**src/hw/rsi_regs.svh**
```systemverilog
// Timing and status code constants for the receiver status indicator.
// Assumes a 100 MHz system clock; included by bare name.
`ifndef RSI_REGS_SVH
`define RSI_REGS_SVH

`define RSI_CLK_HZ 100000000
`define RSI_FLASH_FAST_HZ 15
`define RSI_FLASH_MID_HZ 9
`define RSI_FLASH_SLOW_HZ 3
`define RSI_HALF_FAST (`RSI_CLK_HZ / (2 * `RSI_FLASH_FAST_HZ))
`define RSI_HALF_MID (`RSI_CLK_HZ / (2 * `RSI_FLASH_MID_HZ))
`define RSI_HALF_SLOW (`RSI_CLK_HZ / (2 * `RSI_FLASH_SLOW_HZ))
`define RSI_TB_WIDTH 25

`define RSI_CODE_NONE 16'h0000
`define RSI_CODE_STARTUP 16'h0100
`define RSI_CODE_RECONFIG 16'h0180
`define RSI_CODE_INACTIVE 16'h0190
`define RSI_CODE_SOILING 16'h0200
`define RSI_CODE_TEACH_PARAM 16'h0300
`define RSI_CODE_SHUTDOWN 16'h0FFF

`define RSI_RESERVE_OFF 2'h0
`define RSI_RESERVE_LOW 2'h1
`define RSI_RESERVE_MED 2'h2
`define RSI_RESERVE_HIGH 2'h3

`endif

```
**src/hw/rsi_pkg.sv**
```systemverilog
// Types shared by the receiver status indicator.
// Constants live in rsi_regs.svh.
package rsi_pkg;

    typedef enum logic [6:0] {
        RSI_IND_DARK = 7'b0000001,
        RSI_IND_READY = 7'b0000010,
        RSI_IND_RESERVE = 7'b0000100,
        RSI_IND_TEACH = 7'b0001000,
        RSI_IND_TEACH_FAIL = 7'b0010000,
        RSI_IND_SYS_ERR = 7'b0100000,
        RSI_IND_SOIL = 7'b1000000
    } rsi_ind_t;

    typedef struct packed {
        logic green;
        logic yellow;
    } rsi_leds_t;

    typedef struct packed {
        logic prefix_valid;
        logic [15:0] code;
        logic [3:0][7:0] digits;
    } rsi_display_t;

    typedef struct packed {
        logic ready;
        logic startup;
        logic reserve_missing;
        logic system_error;
        logic soiling;
        logic reconfig;
        logic meas_inactive;
        logic teach_params_changed;
        logic shutdown;
        logic config_active;
    } rsi_cond_t;

endpackage

```
**src/hw/rsi_status.sv**
```systemverilog
// Receiver status indicator: LED patterns and display status codes.
// Assumes all condition inputs are synchronous to clk_in.
`timescale 1ns/10ps
`include "rsi_regs.svh"

module rsi_status
    import rsi_pkg::*;
#(
    parameter int HALF_FAST = `RSI_HALF_FAST,
    parameter int HALF_MID = `RSI_HALF_MID,
    parameter int HALF_SLOW = `RSI_HALF_SLOW,
    parameter int OUT_W = 2,
    parameter int LEVEL_W = 16
) (
    // Clock and reset
    input wire logic clk_in,
    input wire logic rst_in,
    // Device conditions
    input wire rsi_cond_t cond_in,
    input wire logic [1:0] reserve_mode_in,
    // Teach control and beam samples
    input wire logic teach_start_in,
    input wire logic teach_end_in,
    input wire logic beam_valid_in,
    input wire logic [LEVEL_W-1:0] beam_level_in,
    input wire logic [LEVEL_W-1:0] band_low_in,
    input wire logic [LEVEL_W-1:0] band_high_in,
    // Switching outputs from the evaluation
    input wire logic [OUT_W-1:0] switch_in,
    // Indicators and display
    output rsi_leds_t leds_out,
    output rsi_display_t display_out,
    output logic data_invalid_out,
    output logic teaching_out,
    output logic [OUT_W-1:0] switch_out
);

    localparam logic [`RSI_TB_WIDTH-1:0] HALF_LIM [3] = '{
        `RSI_TB_WIDTH'(HALF_FAST - 1), `RSI_TB_WIDTH'(HALF_MID - 1),
        `RSI_TB_WIDTH'(HALF_SLOW - 1)};
    // Refuse counts the time base or the ports cannot serve
    if (HALF_FAST < 1 || HALF_MID < 1 || HALF_SLOW < 1 || OUT_W < 1 ||
        LEVEL_W < 1 || HALF_SLOW >= (1 << `RSI_TB_WIDTH) ||
        HALF_MID >= (1 << `RSI_TB_WIDTH) ||
        HALF_FAST >= (1 << `RSI_TB_WIDTH)) begin : g_bad_cfg
        $error("rsi_status: half period or width out of range");
    end

    function automatic logic [7:0] hex_char(input logic [3:0] nib);
        hex_char = (nib < 4'hA) ? (8'h30 + {4'h0, nib}) :
                                  (8'h37 + {4'h0, nib});
    endfunction

    // Common time base: one phase toggle per flash rate
    logic [2:0][`RSI_TB_WIDTH-1:0] cnt_reg;
    logic [2:0][`RSI_TB_WIDTH-1:0] cnt_next;
    logic [2:0] phase_reg;
    logic [2:0] phase_next;

    genvar gi;
    generate
        for (gi = 0; gi < 3; gi++) begin : g_rate
            always_comb begin
                if (cnt_reg[gi] == HALF_LIM[gi]) begin
                    cnt_next[gi] = '0;
                    phase_next[gi] = ~phase_reg[gi];
                end else begin
                    cnt_next[gi] = cnt_reg[gi] + `RSI_TB_WIDTH'h1;
                    phase_next[gi] = phase_reg[gi];
                end
            end
        end
    endgenerate
    always_ff @(posedge clk_in) begin
        if (rst_in) begin
            cnt_reg <= '0;
            phase_reg <= '0;
        end else begin
            cnt_reg <= cnt_next;
            phase_reg <= phase_next;
        end
    end

    wire logic ph_fast = phase_reg[0];
    wire logic ph_mid = phase_reg[1];
    wire logic ph_slow = phase_reg[2];
    // Teach supervision
    logic teach_reg;
    logic teach_next;
    logic fail_reg;
    logic fail_next;
    logic beam_bad;

    always_comb begin
        beam_bad = beam_valid_in && (beam_level_in < band_low_in ||
                                     beam_level_in > band_high_in);
        teach_next = teach_reg;
        fail_next = fail_reg;
        if (teach_start_in) begin
            teach_next = 1'b1;
            fail_next = 1'b0;
        end else if (teach_reg && beam_bad) begin
            teach_next = 1'b0;
            fail_next = 1'b1;
        end else if (teach_reg && teach_end_in) begin
            teach_next = 1'b0;
        end
    end

    always_ff @(posedge clk_in) begin
        if (rst_in) begin
            teach_reg <= 1'b0;
            fail_reg <= 1'b0;
        end else begin
            teach_reg <= teach_next;
            fail_reg <= fail_next;
        end
    end

    // Indicator mode, highest priority first
    rsi_ind_t ind_reg;
    rsi_ind_t ind_next;
    logic soil_shown;

    always_comb begin
        soil_shown = cond_in.soiling &&
                     reserve_mode_in != `RSI_RESERVE_OFF;
        if (cond_in.system_error) begin
            ind_next = RSI_IND_SYS_ERR;
        end else if (fail_reg) begin
            ind_next = RSI_IND_TEACH_FAIL;
        end else if (teach_reg) begin
            ind_next = RSI_IND_TEACH;
        end else if (!cond_in.ready || cond_in.startup) begin
            ind_next = RSI_IND_DARK;
        end else if (soil_shown) begin
            ind_next = RSI_IND_SOIL;
        end else if (cond_in.reserve_missing) begin
            ind_next = RSI_IND_RESERVE;
        end else begin
            ind_next = RSI_IND_READY;
        end
    end
    rsi_leds_t leds_next;
    always_comb begin
        unique case (ind_reg)
            RSI_IND_DARK: leds_next = '{green: 1'b0, yellow: 1'b0};
            RSI_IND_READY: leds_next = '{green: 1'b1, yellow: 1'b0};
            RSI_IND_RESERVE,
            RSI_IND_SOIL: leds_next = '{green: 1'b0, yellow: ph_fast};
            RSI_IND_TEACH: leds_next = '{green: ph_slow, yellow: ph_slow};
            RSI_IND_TEACH_FAIL: leds_next = '{green: ph_mid,
                                              yellow: ph_mid};
            RSI_IND_SYS_ERR: leds_next = '{green: ph_mid,
                                           yellow: ~ph_mid};
            default: leds_next = '{green: 1'b0, yellow: 1'b0};
        endcase
    end

    // Status code selection
    rsi_display_t disp_reg;
    rsi_display_t disp_next;
    logic invalid_reg;
    logic invalid_next;
    logic [OUT_W-1:0] sw_reg;
    logic [OUT_W-1:0] sw_next;
    logic [15:0] code;
    always_comb begin
        invalid_next = 1'b0;
        if (cond_in.shutdown) begin
            code = `RSI_CODE_SHUTDOWN;
            invalid_next = 1'b1;
        end else if (cond_in.reconfig) begin
            code = `RSI_CODE_RECONFIG;
            invalid_next = 1'b1;
        end else if (cond_in.startup) begin
            code = `RSI_CODE_STARTUP;
        end else if (cond_in.meas_inactive) begin
            code = `RSI_CODE_INACTIVE;
        end else if (cond_in.soiling) begin
            code = `RSI_CODE_SOILING;
        end else if (cond_in.teach_params_changed) begin
            code = `RSI_CODE_TEACH_PARAM;
        end else begin
            code = `RSI_CODE_NONE;
        end
        disp_next.prefix_valid = (code != `RSI_CODE_NONE);
        disp_next.code = code;
        for (int i = 0; i < 4; i++) begin
            disp_next.digits[i] = hex_char(code[4*i +: 4]);
        end
        sw_next = cond_in.config_active ? '0 : switch_in;
    end

    always_ff @(posedge clk_in) begin
        if (rst_in) begin
            ind_reg <= RSI_IND_DARK;
            leds_out <= '0;
            disp_reg <= '0;
            invalid_reg <= 1'b0;
            sw_reg <= '0;
        end else begin
            ind_reg <= ind_next;
            leds_out <= leds_next;
            disp_reg <= disp_next;
            invalid_reg <= invalid_next;
            sw_reg <= sw_next;
        end
    end

    assign display_out = disp_reg;
    assign data_invalid_out = invalid_reg;
    assign teaching_out = teach_reg;
    assign switch_out = sw_reg;
    property p_ready_green;
        @(posedge clk_in) disable iff (rst_in)
        ind_reg == RSI_IND_READY |=> leds_out.green && !leds_out.yellow;
    endproperty
    a_ready_green: assert property (p_ready_green)
        else $error("ready must show steady green only");
    property p_not_ready_dark;
        @(posedge clk_in) disable iff (rst_in)
        !cond_in.ready && !cond_in.system_error && !teach_reg && !fail_reg
            |-> ##2 leds_out == '0;
    endproperty
    a_not_ready_dark: assert property (p_not_ready_dark)
        else $error("not ready must keep both indicators dark");
    property p_reserve_flash;
        @(posedge clk_in) disable iff (rst_in)
        ind_reg == RSI_IND_RESERVE |=>
            !leds_out.green && leds_out.yellow == $past(ph_fast);
    endproperty
    a_reserve_flash: assert property (p_reserve_flash)
        else $error("missing reserve must flash yellow at fast rate");
    property p_alt_flash;
        @(posedge clk_in) disable iff (rst_in)
        ind_reg == RSI_IND_SYS_ERR |=> leds_out.green != leds_out.yellow;
    endproperty
    a_alt_flash: assert property (p_alt_flash)
        else $error("system error must flash alternately");
    property p_beam_fail;
        @(posedge clk_in) disable iff (rst_in)
        teach_reg && beam_bad && !teach_start_in |=>
            fail_reg && !teach_reg ##1 ind_reg == RSI_IND_TEACH_FAIL ||
            ind_reg == RSI_IND_SYS_ERR;
    endproperty
    a_beam_fail: assert property (p_beam_fail)
        else $error("beam outside band must fail teaching");
    property p_soil_gate;
        @(posedge clk_in) disable iff (rst_in)
        reserve_mode_in == `RSI_RESERVE_OFF |=> ind_reg != RSI_IND_SOIL;
    endproperty
    a_soil_gate: assert property (p_soil_gate)
        else $error("soiling shown with reserve mode off");
    property p_config_quiet;
        @(posedge clk_in) disable iff (rst_in)
        cond_in.config_active |=> switch_out == '0;
    endproperty
    a_config_quiet: assert property (p_config_quiet)
        else $error("switching outputs active during configuration");
    property p_shutdown_code;
        @(posedge clk_in) disable iff (rst_in)
        cond_in.shutdown |=> display_out.code == `RSI_CODE_SHUTDOWN &&
            data_invalid_out && display_out.digits[3] == 8'h30;
    endproperty
    a_shutdown_code: assert property (p_shutdown_code)
        else $error("shutdown must report its code with invalid data");
    property p_reconfig_code;
        @(posedge clk_in) disable iff (rst_in)
        cond_in.reconfig && !cond_in.shutdown |=>
            display_out.code == `RSI_CODE_RECONFIG && data_invalid_out;
    endproperty
    a_reconfig_code: assert property (p_reconfig_code)
        else $error("reconfiguration must report its code");
    property p_fast_half;
        @(posedge clk_in) disable iff (rst_in)
        $rose(ph_fast) |-> ph_fast && cnt_reg[0] == `RSI_TB_WIDTH'h0;
    endproperty
    a_fast_half: assert property (p_fast_half)
        else $error("fast flash phase misaligned with time base");

endmodule

```
**config.mk**
```make
export PLATFORM = sky130hd
export DESIGN_NAME = rsi_status
export DESIGN_NICKNAME = d
export VERILOG_FILES = /design/src/hw/rsi_pkg.sv /design/src/hw/rsi_status.sv
export VERILOG_INCLUDE_DIRS = /design/src /design/src/hw
export SDC_FILE = /design/constraint.sdc
export NUM_CORES = 1
export LEC_CHECK = 0
export BUFFER_PORTS_ARGS = -buffer_cell sky130_fd_sc_hd__buf_2
export CAP_MARGIN = 20
export CELL_PAD_IN_SITES_DETAIL_PLACEMENT = 1
export CELL_PAD_IN_SITES_GLOBAL_PLACEMENT = 1
export CORE_UTILIZATION = 35
export DETAILED_ROUTE_END_ITERATION = 12
export PLACE_DENSITY_LB_ADDON = 0.1
export SYNTH_ARGS = -nofsm -noshare
export SYNTH_HDL_FRONTEND = slang
export SYNTH_SLANG_ARGS = --single-unit
```
**constraint.sdc**
```tcl
create_clock -name clk_in -period 2.5 [get_ports clk_in]
set_input_delay 0.5 -clock clk_in [delete_from_list [all_inputs] [get_ports clk_in]]
set_output_delay 0.5 -clock clk_in [all_outputs]
set_load 0.02 [all_outputs]
```
==> results of run 1 <==
cells by family (layout without fill, tap and decap cells):
| family | count (synthesis) | after routing | synth area share |
|---|---|---|---|
| AO/OA/AOI/OAI | 42 | 42 | 0.0466 |
| XOR/XNOR | 75 | 75 | 0.116 |
| adder cells (fa/ha/maj) | 37 | 37 | 0.0821 |
| buffers and inverters | 92 | 171 | 0.0910 |
| flip-flops | 110 | 110 | 0.391 |
| other | 1 | 16 | 0.000665 |
| AND/OR/NAND/NOR | 303 | 303 | 0.273 |
power by group through the flow:
stage          sequential (uW)  combinational (uW)  clock, uW
2_1_floorplan             1880                 253          0
5_1_grt                   1820                 432       1680
3_5_place_dp              1860                 384          0
6_report                  1810                 379       1560
3_3_place_gp              1850                 372          0
4_1_cts                   1820                 386       1610
area by class of cell:
| type | count | area, um2 |
|---|---|---|
| Timing Repair Buffer | 110 | 561 |
| Multi-Input combinational cell | 473 | 2980 |
| Sequential cell | 110 | 2200 |
| Clock inverter | 5 | 82.6 |
| Tap cell | 216 | 270 |
| Clock buffer | 10 | 239 |
| Inverter | 46 | 173 |
| Fill cell | 1932 | 9320 |
layer usage:
layer | vias up | part of all wire
met3 | 21 | 0.033
li1 | 2350 | -
met4 | 0 | 0.017
met2 | 81 | 0.50
met1 | 2241 | 0.45
met5 | - | 0
placed cells by master, fill, tap and decap left out, types with 5 or more instances in the layout:
master and instances:
and4_1 8, nand4_1 24, nor2b_1 7, xor2_1 35, nor4_1 10, inv_1 46, a21oi_1 16, o21ai_0 11
ha_1 37, xnor2_1 40, conb_1 16, dfxtp_1 110, nor3_1 22, and3_1 11, buf_2 106, clkbuf_16 9
nand3_1 36, nor2_1 115, nor4b_1 5, nand2_1 34
through the flow:
step	worst slack (ns)	hold WS [ns]	instance area, um2	instances	util
finish	0.464	0.325	6510	970	0.411
global route	0.233	0.321	6510	970	0.411
global placement	0.265	0.444	6190	955	0.391
floorplan	0.450	0.429	5700	675	-
CTS	0.441	0.311	6510	970	0.411
detailed placement	0.245	0.460	6190	955	0.391
worst max-delay path, delay by kind of cell, from the launching register on:
family | cells | cell delay (ns)
simple gates | 5 | 1.47
flops | 1 | 0.41
path summary, 6_finish.rpt:
| kind | from | end | slack, ns | cells past startpoint |
|---|---|---|---|---|
| worst max-delay path | cnt_reg[67] | cnt_reg[55] | 0.46 | 5 |
| worst min-delay path | cond_in[0] | switch_out[0] | 0.33 | 2 |
| worst max register to register | cnt_reg[67] | cnt_reg[55] | 0.46 | 5 |
| worst min register to register | cnt_reg[50] | cnt_reg[50] | 0.47 | 1 |
==> flow_summary.json, run 1 <==
{
  "status": "complete, no violations",
  "die_x_um": 129,
  "rsz0062_at_grt": "false",
  "p_switching_uw": 918,
  "die_area_um2": 16600,
  "relSlewSlack": 0.609,
  "drc": 0,
  "routed_wl_um": 13300,
  "synth_top_cells_by_area": "dfxtp_1, ha_1, nor2_1",
  "synth_top_area_share": 0.391,
  "vias": 4693,
  "power_frac_seq": 0.483,
  "start_util": 0.356,
  "clkSlewWorstSetupHoldPaths_ns": 0.07,
  "io_buffers": 106,
  "synth_edf_count": 0,
  "first_iter_violations": 155,
  "ys_seq_area_frac": 0.391,
  "crit_path_end_kind": "flip-flop",
  "ys_ff_latch": 110,
  "met1_usage": 0.199,
  "post_cts_buffers": 0,
  "max_stage_delay_ns": 0.54,
  "track_usage": 0.172,
  "synthFlopType": "dfxtp_1",
  "ioPinCount": 122,
  "netlist_area_um2": 5640,
  "cts_tree": "built",
  "final_nets": 854,
  "critPathLaunchType": "flip-flop",
  "core_area_um2": 15800,
  "gp_congestion": 0.793,
  "pwr_density_cell_nw_per_um2": 577,
  "synth.cells.most_frequent": "nor2_1, dfxtp_1, inv_1, xnor2_1, ha_1",
  "cts_inserted_buffers": 9,
  "yosys_warnings": 0,
  "wire_per_inst_um": 13.7,
  "maxSlewViolCount": 0,
  "min_period_ns": 2.04,
  "critical_path_arrival_ns": 2.25,
  "grt-ovfl-total": 0,
  "internal-power_uw": 2840,
  "leakage_uw": 0.00274,
  "h-tree-depth": 3,
  "grt_pass1_vias": 4886,
  "worstSetupPathType": "reg -> reg",
  "switching_share": 0.244,
  "max_cap_viol_count": 0,
  "slowest_stage": "or2_2",
  "grt_pass1_wl_um": 22800,
  "path_cells": "and4_1 > nand4_1 > nor3_1 > or2_2 > nor2_1",
  "yosysTopAreaCell": "dfxtp_1",
  "clkPwrFrac": 0.416,
  "cp_data_required_time_ns": 2.71,
  "comb_power_share": 0.101,
  "clock.fmax_ghz": 0.491,
  "synth_most_common_cell": "nor2_1",
  "cts.sinks": 110,
  "grtUsageMet3": 0.0308,
  "num_rows": 46,
  "largest_reg_flops": 75,
  "tns_ns": 0,
  "final_antenna_net_count": 0,
  "area_growth_pct": 15.4,
  "grt.busiest_layer": "met2",
  "avgSynthCellArea_um2": 8.54,
  "drive_above_1_share": 0.180,
  "grt_max_degree": 26,
  "total_power_uw": 3760,
  "synthCells": 660,
  "hold_path.class": "in -> reg",
  "setup_viol": 0,
  "dp_hpwl_um": 10500,
  "via_per_inst": 4.84,
  "first_pass_iters": 4,
  "diodes": 0,
  "path_max_fanout": 25,
  "grt_use_met2": 0.315,
  "skew_ns": 0.00999,
  "holdBufCountCts": 0,
  "ys_types": 51,
  "async_flop_share": 0,
  "die_h_um": 129,
  "worst_slew_pin_slew_ns": 0.582,
  "cts_resized": 0,
  "hold_viol": 0,
  "cts-root-buf": "clkbuf_16",
  "clock_path_buffers": 2,
  "antenna_found_initial": 0,
  "irDropWorstVdd_v": 0.000326,
  "min_period_over_period": 0.814,
  "worst_skew_pair.late_latency_ns": 0.35
}
Note: power is estimated with default switching activity, not from simulation.
==> inputs of run 2 (changes only) <==
ABC_AREA = 1   (was not set)
clock period = 2 ns   (was 2.5 ns; I/O delays follow)
==> run 2 against run 1 <==
Net effect:
- critical path type unchanged
- highest routed layer unchanged
- synthesized cell count increased by 25%
- worst hold slack got worse by 0.12 ns
- combinational power increased by 27%
- setup slack got worse by 0.27 ns
- largest power group unchanged
- sequential power increased by 25%
==> flow_summary.json, run 2 <==
{
  "dp_hpwl_um": 12600,
  "hold_ws_ns": 0.210,
  "cts-root-buf": "clkbuf_16",
  "post_cts_buffers": 0,
  "crit_path_end_kind": "flip-flop",
  "start_util": 0.362,
  "h-tree-depth": 3,
  "async_flop_share": 0,
  "most-common-layout-cells": "nand2_1, inv_1, dfxtp_1, buf_2, nor2_1",
  "min_period_ns": 1.80,
  "irDropWorstVdd_v": 0.000420,
  "synthCells": 828,
  "track_usage": 0.186,
  "cts_resized": 0,
  "via_per_inst": 4.79,
  "ioPinCount": 122,
  "synth_top_cells_by_area": "dfxtp_1, nand2_1, inv_1",
  "largest_reg_flops": 75,
  "ys_types": 43,
  "path_max_fanout": 5,
  "drc": 0,
  "grt_max_degree": 25,
  "setup_viol": 0,
  "rsz0062_at_grt": "false",
  "tns_ns": 0,
  "worstSetupPathType": "reg -> reg",
  "cp_data_required_time_ns": 2.25,
  "max_cap_viol_count": 0,
  "clock_path_buffers": 2,
  "yosysTopAreaCell": "dfxtp_1",
  "area_growth_pct": 16.4,
  "vias": 5518,
  "antenna_found_initial": 0,
  "post-route-util": 0.422,
  "die_h_um": 133,
  "netlist_area_um2": 6050,
  "core_area_um2": 16700,
  "maxSlewViolCount": 0,
  "synth_top_area_share": 0.364,
  "gp_congestion": 0.782,
  "critical_path_arrival_ns": 2.05,
  "clock.fmax_ghz": 0.554,
  "skew_ns": 0.00442,
  "first_pass_iters": 4,
  "synth.cells.most_frequent": "nand2_1, inv_1, dfxtp_1, nor2_1, a21oi_1",
  "holdBufCountCts": 0,
  "diodes": 0,
  "hold_path.class": "in -> reg",
  "min_period_over_period": 0.902,
  "pwr_density_cell_nw_per_um2": 681,
  "ys_seq_area_frac": 0.364,
  "leakage_uw": 0.00315,
  "die_area_um2": 17800,
  "die_x_um": 133,
  "critPathLaunchType": "flip-flop",
  "synthFlopType": "dfxtp_1",
  "num_rows": 47,
  "grt_pass1_vias": 5785,
  "yosys_warnings": 0,
  "first_iter_violations": 173,
  "routed_wl_um": 15600,
  "worst_skew_pair.late_latency_ns": 0.36,
  "synth_edf_count": 0,
  "cts_tree": "built",
  "clkSlewWorstSetupHoldPaths_ns": 0.07,
  "final_nets": 1031,
  "grt-ovfl-total": 0,
  "ys_ff_latch": 110,
  "final_antenna_net_count": 0,
  "hold_viol": 0,
  "final_common_cell": "nand2_1",
  "cts.sinks": 110,
  "cts_inserted_buffers": 9,
  "grt_pass1_wl_um": 26600,
  "wire_per_inst_um": 13.5,
  "io_buffers": 106,
  "status": "complete, no violations",
  "synth_most_common_cell": "nand2_1",
  "drive_above_1_share": 0.194,
  "avgSynthCellArea_um2": 7.31
}
[run 2: path summary, 6_finish.rpt]
path            endpoint  slack (ns)  cells after the start        start
max          cnt_reg[70]        0.20                      8  cnt_reg[50]
min           ind_reg[1]        0.21                      2   cond_in[7]
max reg2reg  cnt_reg[70]        0.20                      8  cnt_reg[50]
min reg2reg   cnt_reg[0]        0.44                      1   cnt_reg[0]
[run 2: report_power, final]
group          internal [uW]  total (uW)  switching [uW]
Clock                   1250        2050             803
Sequential              2230        2260            26.8
Combinational            180         481             301
Total                   3660        4790            1130
[run 2: per-stage QoR]
step | power, uW | setup slack (ns) | cells | area (um2)
2_1_floorplan | 2650 | 0.479 | 843 | 6110
3_3_place_gp | 2770 | 0.264 | 1136 | 6690
3_5_place_dp | 2800 | 0.189 | 1136 | 6690
4_1_cts | 4890 | 0.169 | 1151 | 7030
5_1_grt | 5040 | 0.00762 | 1151 | 7040
6_report | 4790 | 0.195 | 1151 | 7040
[run 2: cells by family (layout without fill, tap and decap cells)]
kind of cell             Yosys count  after routing  synth area share
AO/OA/AOI/OAI                     90             90            0.0796
XOR/XNOR                          18             18            0.0261
adder cells (fa/ha/maj)           37             37            0.0765
buffers and inverters            175            263             0.130
flip-flops                       110            110             0.364
other                              1             16          0.000620
AND/OR/NAND/NOR                  397            397             0.323
[run 2: layout make-up]
cell class	instances	area, um2
tap	220	275
clock buffer	11	243
clock inverter	4	95.1
sequential	110	2200
fill	2169	9660
inverter	136	510
timing repair buffer	112	588
multi-input combinational	558	3130
[run 2: layer usage]
metal  global-route usage  share of wire  wire (um)
met4               0.0556          0.015        237
met2                0.339           0.50       7800
met3               0.0578          0.051        789
met5                    0              0          0
met1                0.206           0.43       6760
[run 2: critical path: stages, from the launching register on]
cell	delay [ns]
dfxtp_1	0.38
ha_1	0.18
nand2_1	0.09
nor2_2	0.17
nand2_1	0.18
nor4_2	0.27
nand2_1	0.16
o21ai_0	0.20
a21oi_1	0.08
